File: config.mk
export PLATFORM = sky130hd
export DESIGN_NAME = mdap_host
export DESIGN_NICKNAME = d
export VERILOG_FILES = /design/src/shared/mdap_pkg.sv /design/src/rtl/mdap_host.sv /design/src/rtl/mdap_sync.sv
export SDC_FILE = /design/constraint.sdc
export NUM_CORES = 1
export LEC_CHECK = 0
export ABC_AREA = 1
export BUFFER_PORTS_ARGS = -buffer_cell sky130_fd_sc_hd__buf_2
export CAP_MARGIN = 25
export CORE_ASPECT_RATIO = 0.5
export CORE_MARGIN = 2
export CORE_UTILIZATION = 45
export DETAILED_ROUTE_END_ITERATION = 8
export GPL_TIMING_DRIVEN = 0
export PLACE_DENSITY = 0.63
export SETUP_SLACK_MARGIN = 0.4
export SKIP_LAST_GASP = 1
export SLEW_MARGIN = 10
export SYNTH_ARGS = -nofsm -noshare
export SYNTH_HDL_FRONTEND = slang
export SYNTH_SLANG_ARGS = --single-unit
export TNS_END_PERCENT = 5
File: constraint.sdc
create_clock -name clk_sys -period 2 [get_ports clk_sys]
set_clock_uncertainty 0.15 [all_clocks]
set_input_delay 0.5 -clock clk_sys [delete_from_list [all_inputs] [get_ports clk_sys]]
set_output_delay 0.5 -clock clk_sys [all_outputs]
set_load 0.05 [all_outputs]
File: src/shared/mdap_pkg.sv
// constants for the multiplexed dram host controller
// assumes a 40 MHz system clock; timing from the faster speed grade
package mdap_pkg;
    // ==========================================================
    // clock
    localparam int CLK_PERIOD_PS     = 25000;
    // ==========================================================
    // array geometry
    localparam int ADDR_W            = 16;
    localparam int MUX_W             = 8;
    localparam int REFRESH_ROWS      = 128;
    localparam int REFRESH_ROW_W     = 7;
    localparam int INIT_STROBES      = 8;
    // ==========================================================
    // times in their own units
    localparam int POWERUP_US        = 100;
    localparam int REFRESH_PERIOD_MS = 2;
    localparam int RAS_PULSE_NS      = 150;
    localparam int RAS_PRECHARGE_NS  = 120;
    localparam int RCD_MIN_NS        = 30;
    localparam int CAS_PULSE_NS      = 75;
    localparam int CAC_NS            = 75;
    localparam int WRITE_PULSE_NS    = 45;
    localparam int RRH_NS            = 30;
    localparam int FLAG_PERIOD_MIN_NS = 60;
    localparam int FLAG_PERIOD_MAX_NS = 2000;
    localparam int FLAG_SETUP_NS     = 30;
    localparam int SELF_EXIT_NS      = 390;
    // ==========================================================
    // cycle counts: least times round up
    localparam int POWERUP_CYC  = (POWERUP_US * 1000000 + CLK_PERIOD_PS - 1) / CLK_PERIOD_PS;
    // longest refresh interval rounds down, one row slot each
    localparam int REFRESH_SLOT_CYC =
        (REFRESH_PERIOD_MS * 1000000000 / CLK_PERIOD_PS) / REFRESH_ROWS;
    localparam int RAS_PULSE_CYC = (RAS_PULSE_NS * 1000 + CLK_PERIOD_PS - 1) / CLK_PERIOD_PS;
    localparam int PRECHARGE_CYC = (RAS_PRECHARGE_NS * 1000 + CLK_PERIOD_PS - 1) / CLK_PERIOD_PS;
    localparam int RCD_CYC       = (RCD_MIN_NS * 1000 + CLK_PERIOD_PS - 1) / CLK_PERIOD_PS;
    localparam int CAS_PULSE_CYC = (CAS_PULSE_NS * 1000 + CLK_PERIOD_PS - 1) / CLK_PERIOD_PS;
    localparam int CAC_CYC       = (CAC_NS * 1000 + CLK_PERIOD_PS - 1) / CLK_PERIOD_PS;
    localparam int WP_CYC        = (WRITE_PULSE_NS * 1000 + CLK_PERIOD_PS - 1) / CLK_PERIOD_PS;
    localparam int RRH_CYC       = (RRH_NS * 1000 + CLK_PERIOD_PS - 1) / CLK_PERIOD_PS;
    localparam int FLAG_SETUP_CYC = (FLAG_SETUP_NS * 1000 + CLK_PERIOD_PS - 1) / CLK_PERIOD_PS;
    localparam int SELF_EXIT_CYC = (SELF_EXIT_NS * 1000 + CLK_PERIOD_PS - 1) / CLK_PERIOD_PS;
    localparam int CNT_W         = 20;
    // ==========================================================
    // reset values of pins (strobes idle high)
    localparam logic STROBE_IDLE = 1'b1;
    // ==========================================================
    // request kinds and sequencer states
    typedef enum logic [1:0] {
        MDAP_OP_READ  = 2'b00,
        MDAP_OP_WRITE = 2'b01,
        MDAP_OP_RMW   = 2'b10,
        MDAP_OP_SELF  = 2'b11
    } mdap_op_type;
    typedef enum logic [3:0] {
        MDAP_ST_POWERUP = 4'b0000,
        MDAP_ST_INIT    = 4'b0001,
        MDAP_ST_IDLE    = 4'b0010,
        MDAP_ST_ROW     = 4'b0011,
        MDAP_ST_COL     = 4'b0100,
        MDAP_ST_ACCESS  = 4'b0101,
        MDAP_ST_WPULSE  = 4'b0110,
        MDAP_ST_HOLD    = 4'b0111,
        MDAP_ST_PRECH   = 4'b1000,
        MDAP_ST_REFRAS  = 4'b1001,
        MDAP_ST_SELF    = 4'b1010,
        MDAP_ST_SEXIT   = 4'b1011
    } mdap_state_type;
endpackage : mdap_pkg

File: src/rtl/mdap_host.sv
// host controller driving a 65,536 x 1 multiplexed dram through its strobes
// assumes one request at a time; read data arrive on the data output pin
`timescale 1ns/1ps
`default_nettype none
module mdap_host
    import mdap_pkg::*;
#(
    parameter int POWERUP_CYCLES = mdap_pkg::POWERUP_CYC,
    parameter int REFRESH_SLOT   = mdap_pkg::REFRESH_SLOT_CYC
) (
    input  wire logic                        clk_sys,
    input  wire logic                        rst_b,
    input  wire logic                        req_valid,
    input  wire mdap_pkg::mdap_op_type       req_op,
    input  wire logic [mdap_pkg::ADDR_W-1:0] req_addr,
    input  wire logic                        req_wdata,
    input  wire logic                        self_exit,
    output var  logic                        req_ready,
    output var  logic                        rsp_valid,
    output var  logic                        rsp_rdata,
    output var  logic                        init_done,
    output var  logic                        ras_b,
    output var  logic                        cas_b,
    output var  logic                        we_b,
    output var  logic                        refresh_b,
    output var  logic [mdap_pkg::MUX_W-1:0]  multiplexed_address,
    output var  logic                        dram_din,
    input  wire logic                        dram_dout
);
    import mdap_pkg::*;

    // ==========================================================
    // state and counters
    mdap_state_type                 state_r, state_nxt;
    logic [CNT_W-1:0]               cnt_r, cnt_nxt;
    logic [CNT_W-1:0]               ref_cnt_r;
    logic                           ref_due_r;
    logic [3:0]                     init_cnt_r;
    logic [REFRESH_ROW_W-1:0]       ref_row_r;
    mdap_op_type                    op_r;
    logic [ADDR_W-1:0]              addr_r;
    logic                           wdata_r;
    logic                           dout_s;

    mdap_sync u_sync (
        .clk_sys (clk_sys),
        .rst_b   (rst_b),
        .d_async (dram_dout),
        .q_sync  (dout_s)
    );

    // ==========================================================
    // decode
    wire cnt_done   = (cnt_r == '0);
    wire is_write   = (op_r == MDAP_OP_WRITE);
    wire is_rmw     = (op_r == MDAP_OP_RMW);
    wire take_req   = (state_r == MDAP_ST_IDLE) && !ref_due_r && req_valid;
    wire start_ref  = (state_r == MDAP_ST_IDLE) && ref_due_r;
    wire ref_tick   = (ref_cnt_r == CNT_W'(REFRESH_SLOT - 1));
    wire ref_served = (state_r == MDAP_ST_REFRAS) && cnt_done;
    // reads sample three cycles past access time: one of pin margin, two for the synchroniser
    wire rd_sample  = (state_r == MDAP_ST_ACCESS) && cnt_done && !is_write;

    function automatic logic [CNT_W-1:0] cyc(input int n);
        cyc = CNT_W'(n - 1);
    endfunction : cyc

    // ==========================================================
    // sequencer
    always_comb begin
        state_nxt = state_r;
        cnt_nxt   = cnt_done ? cnt_r : cnt_r - 1'b1;
        case (state_r)
            MDAP_ST_POWERUP: if (cnt_done) begin
                state_nxt = MDAP_ST_INIT;
                cnt_nxt   = cyc(RAS_PULSE_CYC);
            end
            MDAP_ST_INIT: if (cnt_done) begin
                state_nxt = MDAP_ST_PRECH;
                cnt_nxt   = cyc(PRECHARGE_CYC);
            end
            MDAP_ST_IDLE: if (start_ref) begin
                state_nxt = MDAP_ST_REFRAS;
                cnt_nxt   = cyc(RAS_PULSE_CYC);
            end else if (take_req && req_op == MDAP_OP_SELF) begin
                state_nxt = MDAP_ST_SELF;
                cnt_nxt   = cyc(FLAG_SETUP_CYC);
            end else if (take_req) begin
                state_nxt = MDAP_ST_ROW;
                cnt_nxt   = cyc(RCD_CYC);
            end
            MDAP_ST_ROW: if (cnt_done) begin
                state_nxt = MDAP_ST_COL;
                cnt_nxt   = '0;
            end
            MDAP_ST_COL: begin
                state_nxt = MDAP_ST_ACCESS;
                cnt_nxt   = cyc(CAC_CYC + 3);
            end
            MDAP_ST_ACCESS: if (cnt_done) begin
                state_nxt = is_rmw ? MDAP_ST_WPULSE : MDAP_ST_HOLD;
                cnt_nxt   = is_rmw ? cyc(WP_CYC) : cyc(RRH_CYC);
            end
            MDAP_ST_WPULSE: if (cnt_done) begin
                state_nxt = MDAP_ST_HOLD;
                cnt_nxt   = cyc(RRH_CYC);
            end
            MDAP_ST_HOLD: if (cnt_done) begin
                state_nxt = MDAP_ST_PRECH;
                cnt_nxt   = cyc(PRECHARGE_CYC);
            end
            MDAP_ST_PRECH: if (cnt_done) begin
                state_nxt = (init_cnt_r < 4'(INIT_STROBES)) ? MDAP_ST_INIT : MDAP_ST_IDLE;
                cnt_nxt   = cyc(RAS_PULSE_CYC);
            end
            MDAP_ST_REFRAS: if (cnt_done) begin
                state_nxt = MDAP_ST_PRECH;
                cnt_nxt   = cyc(PRECHARGE_CYC);
            end
            MDAP_ST_SELF: if (cnt_done && self_exit) begin
                state_nxt = MDAP_ST_SEXIT;
                cnt_nxt   = cyc(SELF_EXIT_CYC);
            end
            MDAP_ST_SEXIT: if (cnt_done) begin
                state_nxt = MDAP_ST_PRECH;
                cnt_nxt   = cyc(PRECHARGE_CYC);
            end
            default: begin
                state_nxt = MDAP_ST_IDLE;
                cnt_nxt   = '0;
            end
        endcase
    end

    always_ff @(posedge clk_sys or negedge rst_b) begin
        if (!rst_b) begin
            state_r <= MDAP_ST_POWERUP;
            cnt_r   <= CNT_W'(POWERUP_CYCLES - 1);
        end else begin
            state_r <= state_nxt;
            cnt_r   <= cnt_nxt;
        end
    end

    // ==========================================================
    // init strobes and refresh budget
    always_ff @(posedge clk_sys or negedge rst_b) begin
        if (!rst_b) begin
            init_cnt_r <= 4'h0;
        end else if (state_r == MDAP_ST_INIT && cnt_done) begin
            init_cnt_r <= init_cnt_r + 4'h1;
        end
    end

    always_ff @(posedge clk_sys or negedge rst_b) begin
        if (!rst_b) begin
            ref_cnt_r <= '0;
            ref_due_r <= 1'b0;
            ref_row_r <= '0;
        end else begin
            ref_cnt_r <= ref_tick ? '0 : ref_cnt_r + 1'b1;
            // new tick wins over the serviced clear
            if (ref_tick) begin
                ref_due_r <= 1'b1;
            end else if (ref_served) begin
                ref_due_r <= 1'b0;
            end
            if (ref_served) begin
                ref_row_r <= ref_row_r + 1'b1;
            end
        end
    end

    // ==========================================================
    // request capture
    always_ff @(posedge clk_sys or negedge rst_b) begin
        if (!rst_b) begin
            op_r    <= MDAP_OP_READ;
            addr_r  <= '0;
            wdata_r <= 1'b0;
        end else if (take_req) begin
            op_r    <= req_op;
            addr_r  <= req_addr;
            wdata_r <= req_wdata;
        end
    end

    // ==========================================================
    // pin drive, all registered
    wire ras_low = (state_r == MDAP_ST_INIT) || (state_r == MDAP_ST_ROW) ||
                   (state_r == MDAP_ST_COL) || (state_r == MDAP_ST_ACCESS) ||
                   (state_r == MDAP_ST_WPULSE) || (state_r == MDAP_ST_HOLD) ||
                   (state_r == MDAP_ST_REFRAS);
    // column strobe rises with the hold phase, row stays low for its hold
    wire cas_low = (state_r == MDAP_ST_COL) || (state_r == MDAP_ST_ACCESS) ||
                   (state_r == MDAP_ST_WPULSE);
    // early write: write strobe low before the column falls
    wire we_low  = ((state_r == MDAP_ST_ROW || cas_low) && is_write) ||
                   (state_r == MDAP_ST_WPULSE);
    wire col_ph  = (state_r == MDAP_ST_COL) || (state_r == MDAP_ST_ACCESS) ||
                   (state_r == MDAP_ST_WPULSE) || (state_r == MDAP_ST_HOLD);
    wire [MUX_W-1:0] addr_nxt =
        (state_r == MDAP_ST_REFRAS || state_r == MDAP_ST_INIT) ?
            {1'b0, ref_row_r} :
        col_ph ? addr_r[ADDR_W-1:MUX_W] : addr_r[MUX_W-1:0];

    always_ff @(posedge clk_sys or negedge rst_b) begin
        if (!rst_b) begin
            ras_b               <= STROBE_IDLE;
            cas_b               <= STROBE_IDLE;
            we_b                <= STROBE_IDLE;
            refresh_b           <= STROBE_IDLE;
            multiplexed_address <= '0;
            dram_din            <= 1'b0;
        end else begin
            ras_b               <= !ras_low;
            cas_b               <= !cas_low;
            we_b                <= !we_low;
            // held steady in self refresh, never pulsed, so the auto period window is unused
            refresh_b           <= !(state_r == MDAP_ST_SELF);
            multiplexed_address <= addr_nxt;
            // separate data pins, so delayed writes need no shared line
            dram_din            <= wdata_r;
        end
    end

    // ==========================================================
    // handshake and read return
    always_ff @(posedge clk_sys or negedge rst_b) begin
        if (!rst_b) begin
            req_ready <= 1'b0;
            rsp_valid <= 1'b0;
            rsp_rdata <= 1'b0;
            init_done <= 1'b0;
        end else begin
            req_ready <= (state_nxt == MDAP_ST_IDLE) && !ref_due_r && !ref_tick;
            rsp_valid <= rd_sample;
            if (rd_sample) begin
                rsp_rdata <= dout_s;
            end
            init_done <= (init_cnt_r >= 4'(INIT_STROBES));
        end
    end
endmodule : mdap_host
`default_nettype wire

File: src/rtl/mdap_sync.sv
// two-flop synchroniser for the data output pin
// assumes the pin is asynchronous to clk_sys
`timescale 1ns/1ps
`default_nettype none
module mdap_sync (
    input  wire logic clk_sys,
    input  wire logic rst_b,
    input  wire logic d_async,
    output var  logic q_sync
);
    logic meta_r;
    // ==========================================================
    // first stage feeds only the second
    always_ff @(posedge clk_sys or negedge rst_b) begin
        if (!rst_b) begin
            meta_r <= 1'b0;
            q_sync <= 1'b0;
        end else begin
            meta_r <= d_async;
            q_sync <= meta_r;
        end
    end
endmodule : mdap_sync
`default_nettype wire

---- Word-level counts from Yosys, hierarchy flattened ----
Cells that the tools add are included.
word-level totals
  flip-flop bits (word level) ............. 94
  bits of input ports ..................... 24
  output and inout port bits .............. 17
  logic and storage cells ................. 108
operators by class
  add/sub/neg operators ................... 4
  order comparisons ....................... 2
  eq/ne operators ......................... 16
  mux-type cells .......................... 28
  reductions and logical operators ........ 37
operators by type and width
  operator                                                                  count
  20-bit two-way mux                                                        10
  20-bit one-hot mux with 7 select lines                                    1
  4-bit two-way mux                                                         10
  4-bit one-hot mux with 9 select lines                                     1
  20-bit by 1-bit adder with 20-bit output (second input constant)          1
  20-bit by 10-bit equality test with 1-bit output (second input constant)  1
  20-bit logical NOT                                                        1
  20-bit by 1-bit subtractor with 20-bit output (second input constant)     1
  4-bit by 3-bit equality test with 1-bit output (second input constant)    4
  4-bit equality test (second input constant)                               4
  8-bit two-way mux                                                         2
  4-bit by 2-bit equality test with 1-bit output (second input constant)    3
  1-bit logical AND                                                         12
  1-bit logical OR                                                          12
  7-bit by 1-bit adder with 7-bit output (second input constant)            1
  1-bit logical NOT                                                         7
  4-bit by 1-bit adder with 4-bit output (second input constant)            1
  2-bit equality test (second input constant)                               2
  4-bit by 1-bit equality test with 1-bit output (second input constant)    1
  4-bit >= comparator (second input constant)                               1
  4-bit logical NOT                                                         1
  4-bit less-than comparator (second input constant)                        1
  2-bit OR reduction                                                        2
  4-bit OR reduction                                                        1
  4 further kinds                                                           6

---- Logic depth before layout (Yosys ltp) ----
Gate-level depths: netlist of the first run.
  word-level depth ........................ 10
  mapped depth ............................ 13
  mapped depth without buffers ............ 12

---- Hierarchy ----
A second synthesis of the first run with hierarchy kept.
second synthesis, totals
  cell total of the unflattened synthesis .. 587
  area, all modules ....................... 4860.9 um^2
modules (own cells, without submodules)
  module     instances  cells each  area an instance (um^2)  sequential area each (um^2)
  mdap_host  1          585         4810.9                   2319.7
  mdap_sync  1          2           50.0                     50.0

---- Worst setup path before layout of the first run ----
OpenSTA, ideal clock, no wires.
  path kind ............................... register to register
  from .................................... register cnt_r[0]
  to ...................................... register cnt_r[6]
  setup time .............................. 118 ps
  arrival ................................. 1621 ps
  required time ........................... 1732 ps
  setup slack ............................. 111 ps
  cell stages (with the launch flop) ...... 11
  path buffers ............................ 1
  period minus slack after synthesis ...... 1889 ps
  cell sequence ........................... dfstp_2 > inv_1 > ha_1 > nand3_1 > nor2_4 > nand3_4 > buf_6 > nand3_1 > nor2_1 > xor2_1 > nor2_1
between the ends
  word-level cells in the longest chain between the ends .. 6
  elaborated cells between the ends (all ways) .. 13
  those cells by class .................... add/sub (1); mux (10); reduce/logical (2)
RTL lines
  what                                                                                 RTL line                          source
  start, declared                                                                      mdap_host.sv:35                   logic [CNT_W-1:0] cnt_r, cnt_nxt;
  start signal, assigned                                                               mdap_host.sv:138                  cnt_r <= CNT_W'(POWERUP_CYCLES - 1);
  start signal, assigned                                                               mdap_host.sv:141                  cnt_r <= cnt_nxt;
  20-bit by 1-bit subtractor with 20-bit output or 20-bit logical NOT (tied branches)  mdap_host.sv:72, mdap_host.sv:54
  20-bit two-way mux                                                                   mdap_host.sv:72                   cnt_nxt = cnt_done ? cnt_r : cnt_r - 1'b1;
  20-bit two-way mux                                                                   mdap_host.sv:88                   end else if (take_req) begin
  20-bit two-way mux                                                                   mdap_host.sv:85                   end else if (take_req && req_op == MDAP_OP_SELF) begin
  20-bit two-way mux                                                                   mdap_host.sv:82                   MDAP_ST_IDLE: if (start_ref) begin
  20-bit one-hot mux with 7 select lines *                                             mdap_host.sv:73                   case (state_r)
  via cnt_nxt[6]                                                                       mdap_host.sv:35
The timed path passes the listed nets; every way through them passes the cells marked *.
A chain may end at the register's enable or synchronous reset.

---- Final worst setup path of the first run ----
  from .................................... register cnt_r[2]
  to ...................................... register req_ready
between the ends
  word-level cells in the longest chain between the ends .. 7
  elaborated cells between the ends (all ways) .. 13
  those cells by class .................... eq/ne (1); mux (8); reduce/logical (4)
RTL lines
  what                                              RTL line          source
  20-bit logical NOT *                              mdap_host.sv:54   wire cnt_done = (cnt_r == '0);
  1-bit logical AND                                 mdap_host.sv:120  MDAP_ST_SELF: if (cnt_done && self_exit) begin
  4-bit two-way mux                                 mdap_host.sv:120
  4-bit one-hot mux with 9 select lines *           mdap_host.sv:73
  via state_nxt[0]                                  mdap_host.sv:34   mdap_state_type state_r, state_nxt;
  4-bit by 2-bit equality test with 1-bit output *  mdap_host.sv:236  req_ready <= (state_nxt == MDAP_ST_IDLE) && !ref_due_r && !ref_tick;
  1-bit logical AND * (2 in series)                 mdap_host.sv:236
  end signal, assigned                              mdap_host.sv:236
  end, declared                                     mdap_host.sv:18   output var logic req_ready,
Marked as above.

==> flow_summary.ini, run 1 <==
[clocking]
clock_insertion_delay_worst_skew_ns = 0.35
cts_buffers = 9
htreeDepth = 3
clk_pin_slew_ns = 0.07
tritoncts = done
cts_sinks = 94
cts_buffer_depth = 2
cts_root_buffer = clkbuf_16

[logic_synthesis]
synthAdderAreaFrac_pct = 1.783
synth_area_leader_cell = dfrtp_1
synthXorXnorAreaFrac_pct = 6.775
yosys-top-cells-area = dfrtp_1, nand2_1, dfstp_2
seq_area_frac_synth_pct = 48.24
async_reset_ff_share_pct = 100.0
syn_nets = 618
ys_seq_elements = 94
ys_warn_count = 0
synthSimpleGateAreaFrac_pct = 30.77
synth_enable_flop_cells = 0
syn_area_per_cell_um2 = 8.368
yosysTopAreaCellShare_pct = 40.75
synth_area_mm2 = 0.004912
synth_compound_area_share_pct = 5.756
synth_ff_type = dfrtp_1
synth.mux.area_fraction_pct = 0
synth_cell_types = 41
netlist_instances = 587
synth_top_family_by_area = simple AND/OR/NAND/NOR gates

[sta]
min_period_ns = 1.937
period_share_pct = 96.87
worst_slew_pin_slew_ns = 0.4357
setup_viol = 0
slew_headroom_pct = 70.96
hold_viol = 0
rsz0062_at_grt = true
fmax_ghz = 0.5162
slew_viol_final = 0

[drt]
drc_errors = 0
wl_per_cell_um = 14.09
drt_iter0_drc = 215
dr.pass1.iters = 4
finalWirelength_um = 11390
drt.antenna.violating_nets = 0
vias = 3990
viasPerCell = 4.938

[grt]
track_usage_pct = 20.96
grt_pass1_wl_um = 19150
grt_pass1_vias = 4046
grt_max_degree = 65
antenna_found_initial = 0
grt-ovfl-total = 0

[floorplan]
die_area_mm2 = 0.01182
coreArea_mm2 = 0.01041
ioPinCount = 41
start_util_pct = 47.19
die_h_um = 77.88
die_w_um = 151.8
rows = 26

[power_and_ir_drop]
p_int_uw = 4971
ir_drop_mv = 0.4669
pwr-share-comb_pct = 44.7
switchingPower_uw = 3503
power.density_mw_per_mm2 = 1387
p_seq_share_pct = 32.3
power_leakage_uw = 0.003061
finalPower_uw = 8474
power_frac_clock_pct = 23.1
switching_share_pct = 41.34

[setup_path]
r2r.worst_path.cells = 12
critPathCaptureType = register
worstPathMaxFanout = 7
start_kind = register
crit_type = register to register
cp.arrival_ns = 2.06
required_ns = 2.13

[run_status]
status = finished clean

[run]
max-cap-violations = 0

[finish]
diodes = 0
fin_nets = 694
final_util_pct = 58.68
drive_above_1_share_pct = 29.04
area_delta_synth_final_pct = 24.35

[placement]
portBuffers = 40
place.gp.congestion = 0.8797
hpwl_um = 7924

[hold_path]
hold_depth = 1
hold_class = primary input to register
through the flow:
step	cell area [um^2]	setup TNS [ns]	hold slack, ns	setup slack, ns	std cells
2_1_floorplan	4942	0	0.05441	0.2783	587
3_3_place_gp	5318	-55.86	0.1821	-0.6711	767
3_5_place_dp	5348	-0.5365	0.2043	-0.2402	768
4_1_cts	5993	0	0.1115	0.1086	801
5_1_grt	6108	-0.1555	0.09986	-0.04796	808
6_report	6108	0	0.1171	0.06261	808
timing repair:
action,in CTS,in global routing
resized for setup,33,21
hold buffers,1,0
setup buffers,15,7
endpoints found under the setup margin,78,92
pin swaps,15,15
gates cloned,1,0
endpoints found under the hold margin,16,0
final cells by class:
type / count / area (um^2)
buffer: 10 / 73.82
clock buffer: 11 / 252.7
clock inverter: 5 / 88.84
fill: 940 / 4302
inverter: 68 / 262.8
multi-input combinational: 415 / 2412
sequential: 94 / 2374
tap: 140 / 175.2
timing repair buffer: 65 / 469.2
cells in the mapped netlist (4+ instances only):
cell,number
nand2_1,149
nand3_2,4
a21oi_1,15
nor2_1,79
xnor2_1,10
dfrtp_1,80
buf_2,5
ha_1,7
nor3_1,8
o21ai_0,24
nand2_2,8
inv_1,59
nor2_4,6
nor2_2,10
dfstp_2,14
inv_2,8
xor2_1,28
nand4_1,11
nand3_1,24
o22ai_1,7
routing by layer:
layer | vias to the layer above | global-route usage (%) | share of wire (%)
li1 | 2001 | - | -
met1 | 1929 | 27.47 | 48
met2 | 51 | 34.41 | 48
met3 | 9 | 5.765 | 3.3
met4 | 0 | 5.463 | 0.85
met5 | - | 0 | 0
flip-flops by register name (all words and copies together) (netlist names):
signal / count
state_r: 4
refresh_b: 1
ref_due_r: 1
ref_row_r: 7
ref_cnt_r: 20
init_cnt_r: 4
we_b: 1
req_ready: 1
op_r: 2
cas_b: 1
init_done: 1
u_sync.meta_r: 1
ras_b: 1
cnt_r: 20
multiplexed_address: 8
u_sync.q_sync: 1
wdata_r: 1
rsp_valid: 1
dram_din: 1
addr_r: 16
rsp_rdata: 1
worst paths after layout:
kind                                    startpoint                       to  slack [ns]
max in group asynchronous                    rst_b    addr_r[3]$_DFFE_PN0P_        0.55
max reg2reg                     cnt_r[2]$_DFF_PN1_      req_ready$_DFF_PN0_        0.06
min reg2reg                u_sync.meta_r$_DFF_PN0_  u_sync.q_sync$_DFF_PN0_        0.22
min                                      dram_dout  u_sync.meta_r$_DFF_PN0_        0.12
max                             cnt_r[2]$_DFF_PN1_      req_ready$_DFF_PN0_        0.06
min in group asynchronous                    rst_b      init_done$_DFF_PN0_        0.50
cell usage in the layout (no fill, tap or decap), types with 4 or more instances in the layout:
| master | count |
|---|---|
| a21oi_1 | 14 |
| xnor2_1 | 10 |
| nand3_1 | 19 |
| o21ai_0 | 22 |
| buf_2 | 44 |
| buf_4 | 19 |
| nor2_4 | 14 |
| nand2_1 | 140 |
| o22ai_1 | 7 |
| nor2_1 | 68 |
| nor2_2 | 13 |
| nor3_2 | 4 |
| dfstp_2 | 14 |
| inv_2 | 10 |
| nand3_2 | 5 |
| nand2_2 | 16 |
| nand3_4 | 5 |
| inv_1 | 56 |
| nor3_1 | 7 |
| buf_6 | 5 |
| ha_1 | 5 |
| clkbuf_16 | 9 |
| nand4_1 | 11 |
| dfrtp_1 | 77 |
| xor2_1 | 28 |
worst max-delay path, cell delays in order, from the launching register on:
cell	delay, ns
dfstp_2	0.37
buf_6	0.12
nor2_4	0.14
nand2_2	0.08
nor2_4	0.13
nand3_4	0.13
buf_12	0.17
buf_6	0.11
o21ai_2	0.13
nand3_1	0.09
nand2_1	0.09
nand2_2	0.06
nor2_2	0.11
power by group through the flow:
stage | clock, uW | sequential [uW] | combinational, uW
6_report | 1950 | 2730 | 3780
5_1_grt | 2070 | 2790 | 4210
3_5_place_dp | 0 | 2750 | 3180
2_1_floorplan | 0 | 3050 | 2170
3_3_place_gp | 0 | 2750 | 3130
4_1_cts | 1980 | 2720 | 3650
kinds of logic (layout without fill, tap and decap cells):
logic type	Yosys count	after routing
flip-flops	94	94
XOR/XNOR	38	38
AND/OR/NAND/NOR	319	319
AO/OA/AOI/OAI	51	51
adder cells (fa/ha/maj)	7	7
buffers and inverters	78	159
Note: power is estimated with default switching activity, not from simulation.
==> run 2, diff against run 1 <==
==> constraint.sdc (replaced) <==
create_clock -name clk_sys -period 2 [get_ports clk_sys]
set_clock_uncertainty 0.15 [all_clocks]
set_input_delay 0 -clock clk_sys [delete_from_list [all_inputs] [get_ports clk_sys]]
set_output_delay 0 -clock clk_sys [all_outputs]
set_load 0.05 [all_outputs]
==> flow_summary.ini, run 2 (synthesized netlist as in run 1, its figures left out) <==
[run_status]
status = finished, violations left
violations = negative hold slack

[grt]
grt_pass1_wl_um = 19550
antenna_found_initial = 0
grt-ovfl-total = 0
grt_max_degree = 65
grt_pass1_vias = 4138
track_usage_pct = 21.34

[drt]
drt.antenna.violating_nets = 0
drc_errors = 0
dr.pass1.iters = 4
dr_wl_met3_um = 397
top_layer = met4
wl_per_cell_um = 13.95
met2_length_um = 5624
viasPerCell = 4.883
vias = 4053
finalWirelength_um = 11580
drt_iter0_drc = 218
wl_met1_um = 5440

[finish]
fin_area_mm2 = 0.006329
layout.cells.non_filler = 830
area_delta_synth_final_pct = 28.83
reg_top3 = cnt_r x20, ref_cnt_r x20, addr_r x16
diodes = 0
layout_commonest_cell = nand2_1
final_cell_mix = nand2_1, dfrtp_1, nor2_1
drive_above_1_share_pct = 28.12
fin_nets = 716
fillCellCount = 917

[power_and_ir_drop]
power_frac_clock_pct = 22.9
p_seq_share_pct = 32.1
ir_drop_mv = 0.4670
pwr-share-comb_pct = 44.9
switching_share_pct = 41.27
power_leakage_uw = 0.003153
p_int_uw = 4999
power.density_mw_per_mm2 = 1345
switchingPower_uw = 3512

[setup_path]
start_kind = register
cp.arrival_ns = 2.07
worstPathMaxFanout = 7
critPathCaptureType = register
crit_type = register to register
required_ns = 2.13

[floorplan]
die_area_mm2 = 0.01182
die_w_um = 151.8
ioPinCount = 41
die_h_um = 77.88
start_util_pct = 47.19
rows = 26
coreArea_mm2 = 0.01041

[placement]
place.gp.congestion = 0.8797
place_inst = 768
post-place-ws_ns = -0.2402
portBuffers = 40
placed_area_mm2 = 0.005348
hpwl_um = 7924

[sta]
rsz0062_at_grt = true
hold_viol = 1
worst_slack_ns = 0.06111
min_period_ns = 1.939
setup_tns_ns = 0
fmax_ghz = 0.5158
worst_slew_pin_slew_ns = 0.4441
fin_hold_ws_ns = -0.0009330
setup_viol = 0
slew_viol_final = 0
slew_headroom_pct = 70.39
period_share_pct = 96.94

[clocking]
htreeDepth = 3
tritoncts = done
cts_buffers = 9
clock_insertion_delay_worst_skew_ns = 0.34
cts_buffer_depth = 2
cts_root_buffer = clkbuf_16
clk_pin_slew_ns = 0.07
cts_sinks = 94

[hold_path]
hold_class = primary input to asynchronous set/reset pin

[run]
max-cap-violations = 0
run 2: cell count changes in the layout (fill, tap and decap cells not counted), sizes merged:
cell / change
dlygate4sd3: +22
run 2: final timing paths:
check	end	cells after the start	slack, ns	from
setup / recovery	req_ready$_DFF_PN0_	12	0.06	cnt_r[2]$_DFF_PN1_
hold / removal	init_done$_DFF_PN0_	2	-0.0009	rst_b
setup reg to reg	req_ready$_DFF_PN0_	12	0.06	cnt_r[2]$_DFF_PN1_
hold reg to reg	u_sync.q_sync$_DFF_PN0_	0	0.21	u_sync.meta_r$_DFF_PN0_
max in group asynchronous	addr_r[3]$_DFFE_PN0P_	3	1.04	rst_b
min in group clk_sys	u_sync.meta_r$_DFF_PN0_	2	0.15	dram_dout
run 2: layer usage:
layer,vias up,GRT usage [%]
met1,1933,28.00
met4,0,5.741
met2,65,35.00
li1,2043,-
met3,12,5.765
met5,-,0
run 2: cell type report:
cell class                      instances  area (um^2)  share of cell area, %
Clock buffer                           11        252.7                  3.994
Multi-Input combinational cell        415         2412                  38.12
Sequential cell                        94         2374                  37.50
Clock inverter                          5        88.84                  1.404
Inverter                               68        262.8                  4.152
Timing Repair Buffer                   87        689.4                  10.89
Tap cell                              140        175.2                  2.768
Buffer                                 10        73.82                  1.166
run 2: power groups by stage:
stage / logic [uW] / clock network (uW) / registers [uW]
final: 3820 / 1950 / 2740
after global routing: 4240 / 2070 / 2790
after CTS: 3680 / 1980 / 2720
after detailed placement: 3180 / 0 / 2750
after global placement: 3130 / 0 / 2750
after floorplan: 2170 / 0 / 3050
run 2: per-stage QoR:
stage	hold slack [ns]	power [uW]	utilization, %
global placement	-0.04083	5879	51.08
global route	0.04127	9108	60.79
CTS	0.0007966	8386	59.69
finish	-0.0009330	8511	60.79
floorplan	-0.4456	5223	-
detailed placement	-0.1752	5927	51.37
run 2: critical path, stage by stage (launching register included):
cell and delay (ns):
dfstp_2 0.37, buf_6 0.12, nor2_4 0.14, nand2_2 0.08, nor2_4 0.13, nand3_4 0.13, buf_12 0.17, buf_6 0.11
o21ai_2 0.13, nand3_1 0.09, nand2_1 0.09, nand2_2 0.07, nor2_2 0.11
run 2: repair_timing:
action	in CTS	in global routing
hold buffers	23	0
setup buffers	15	7
pin swaps	15	15
gates cloned	1	0
setup endpoints to repair	71	78
resized for setup	33	21
hold endpoints to repair	125	0
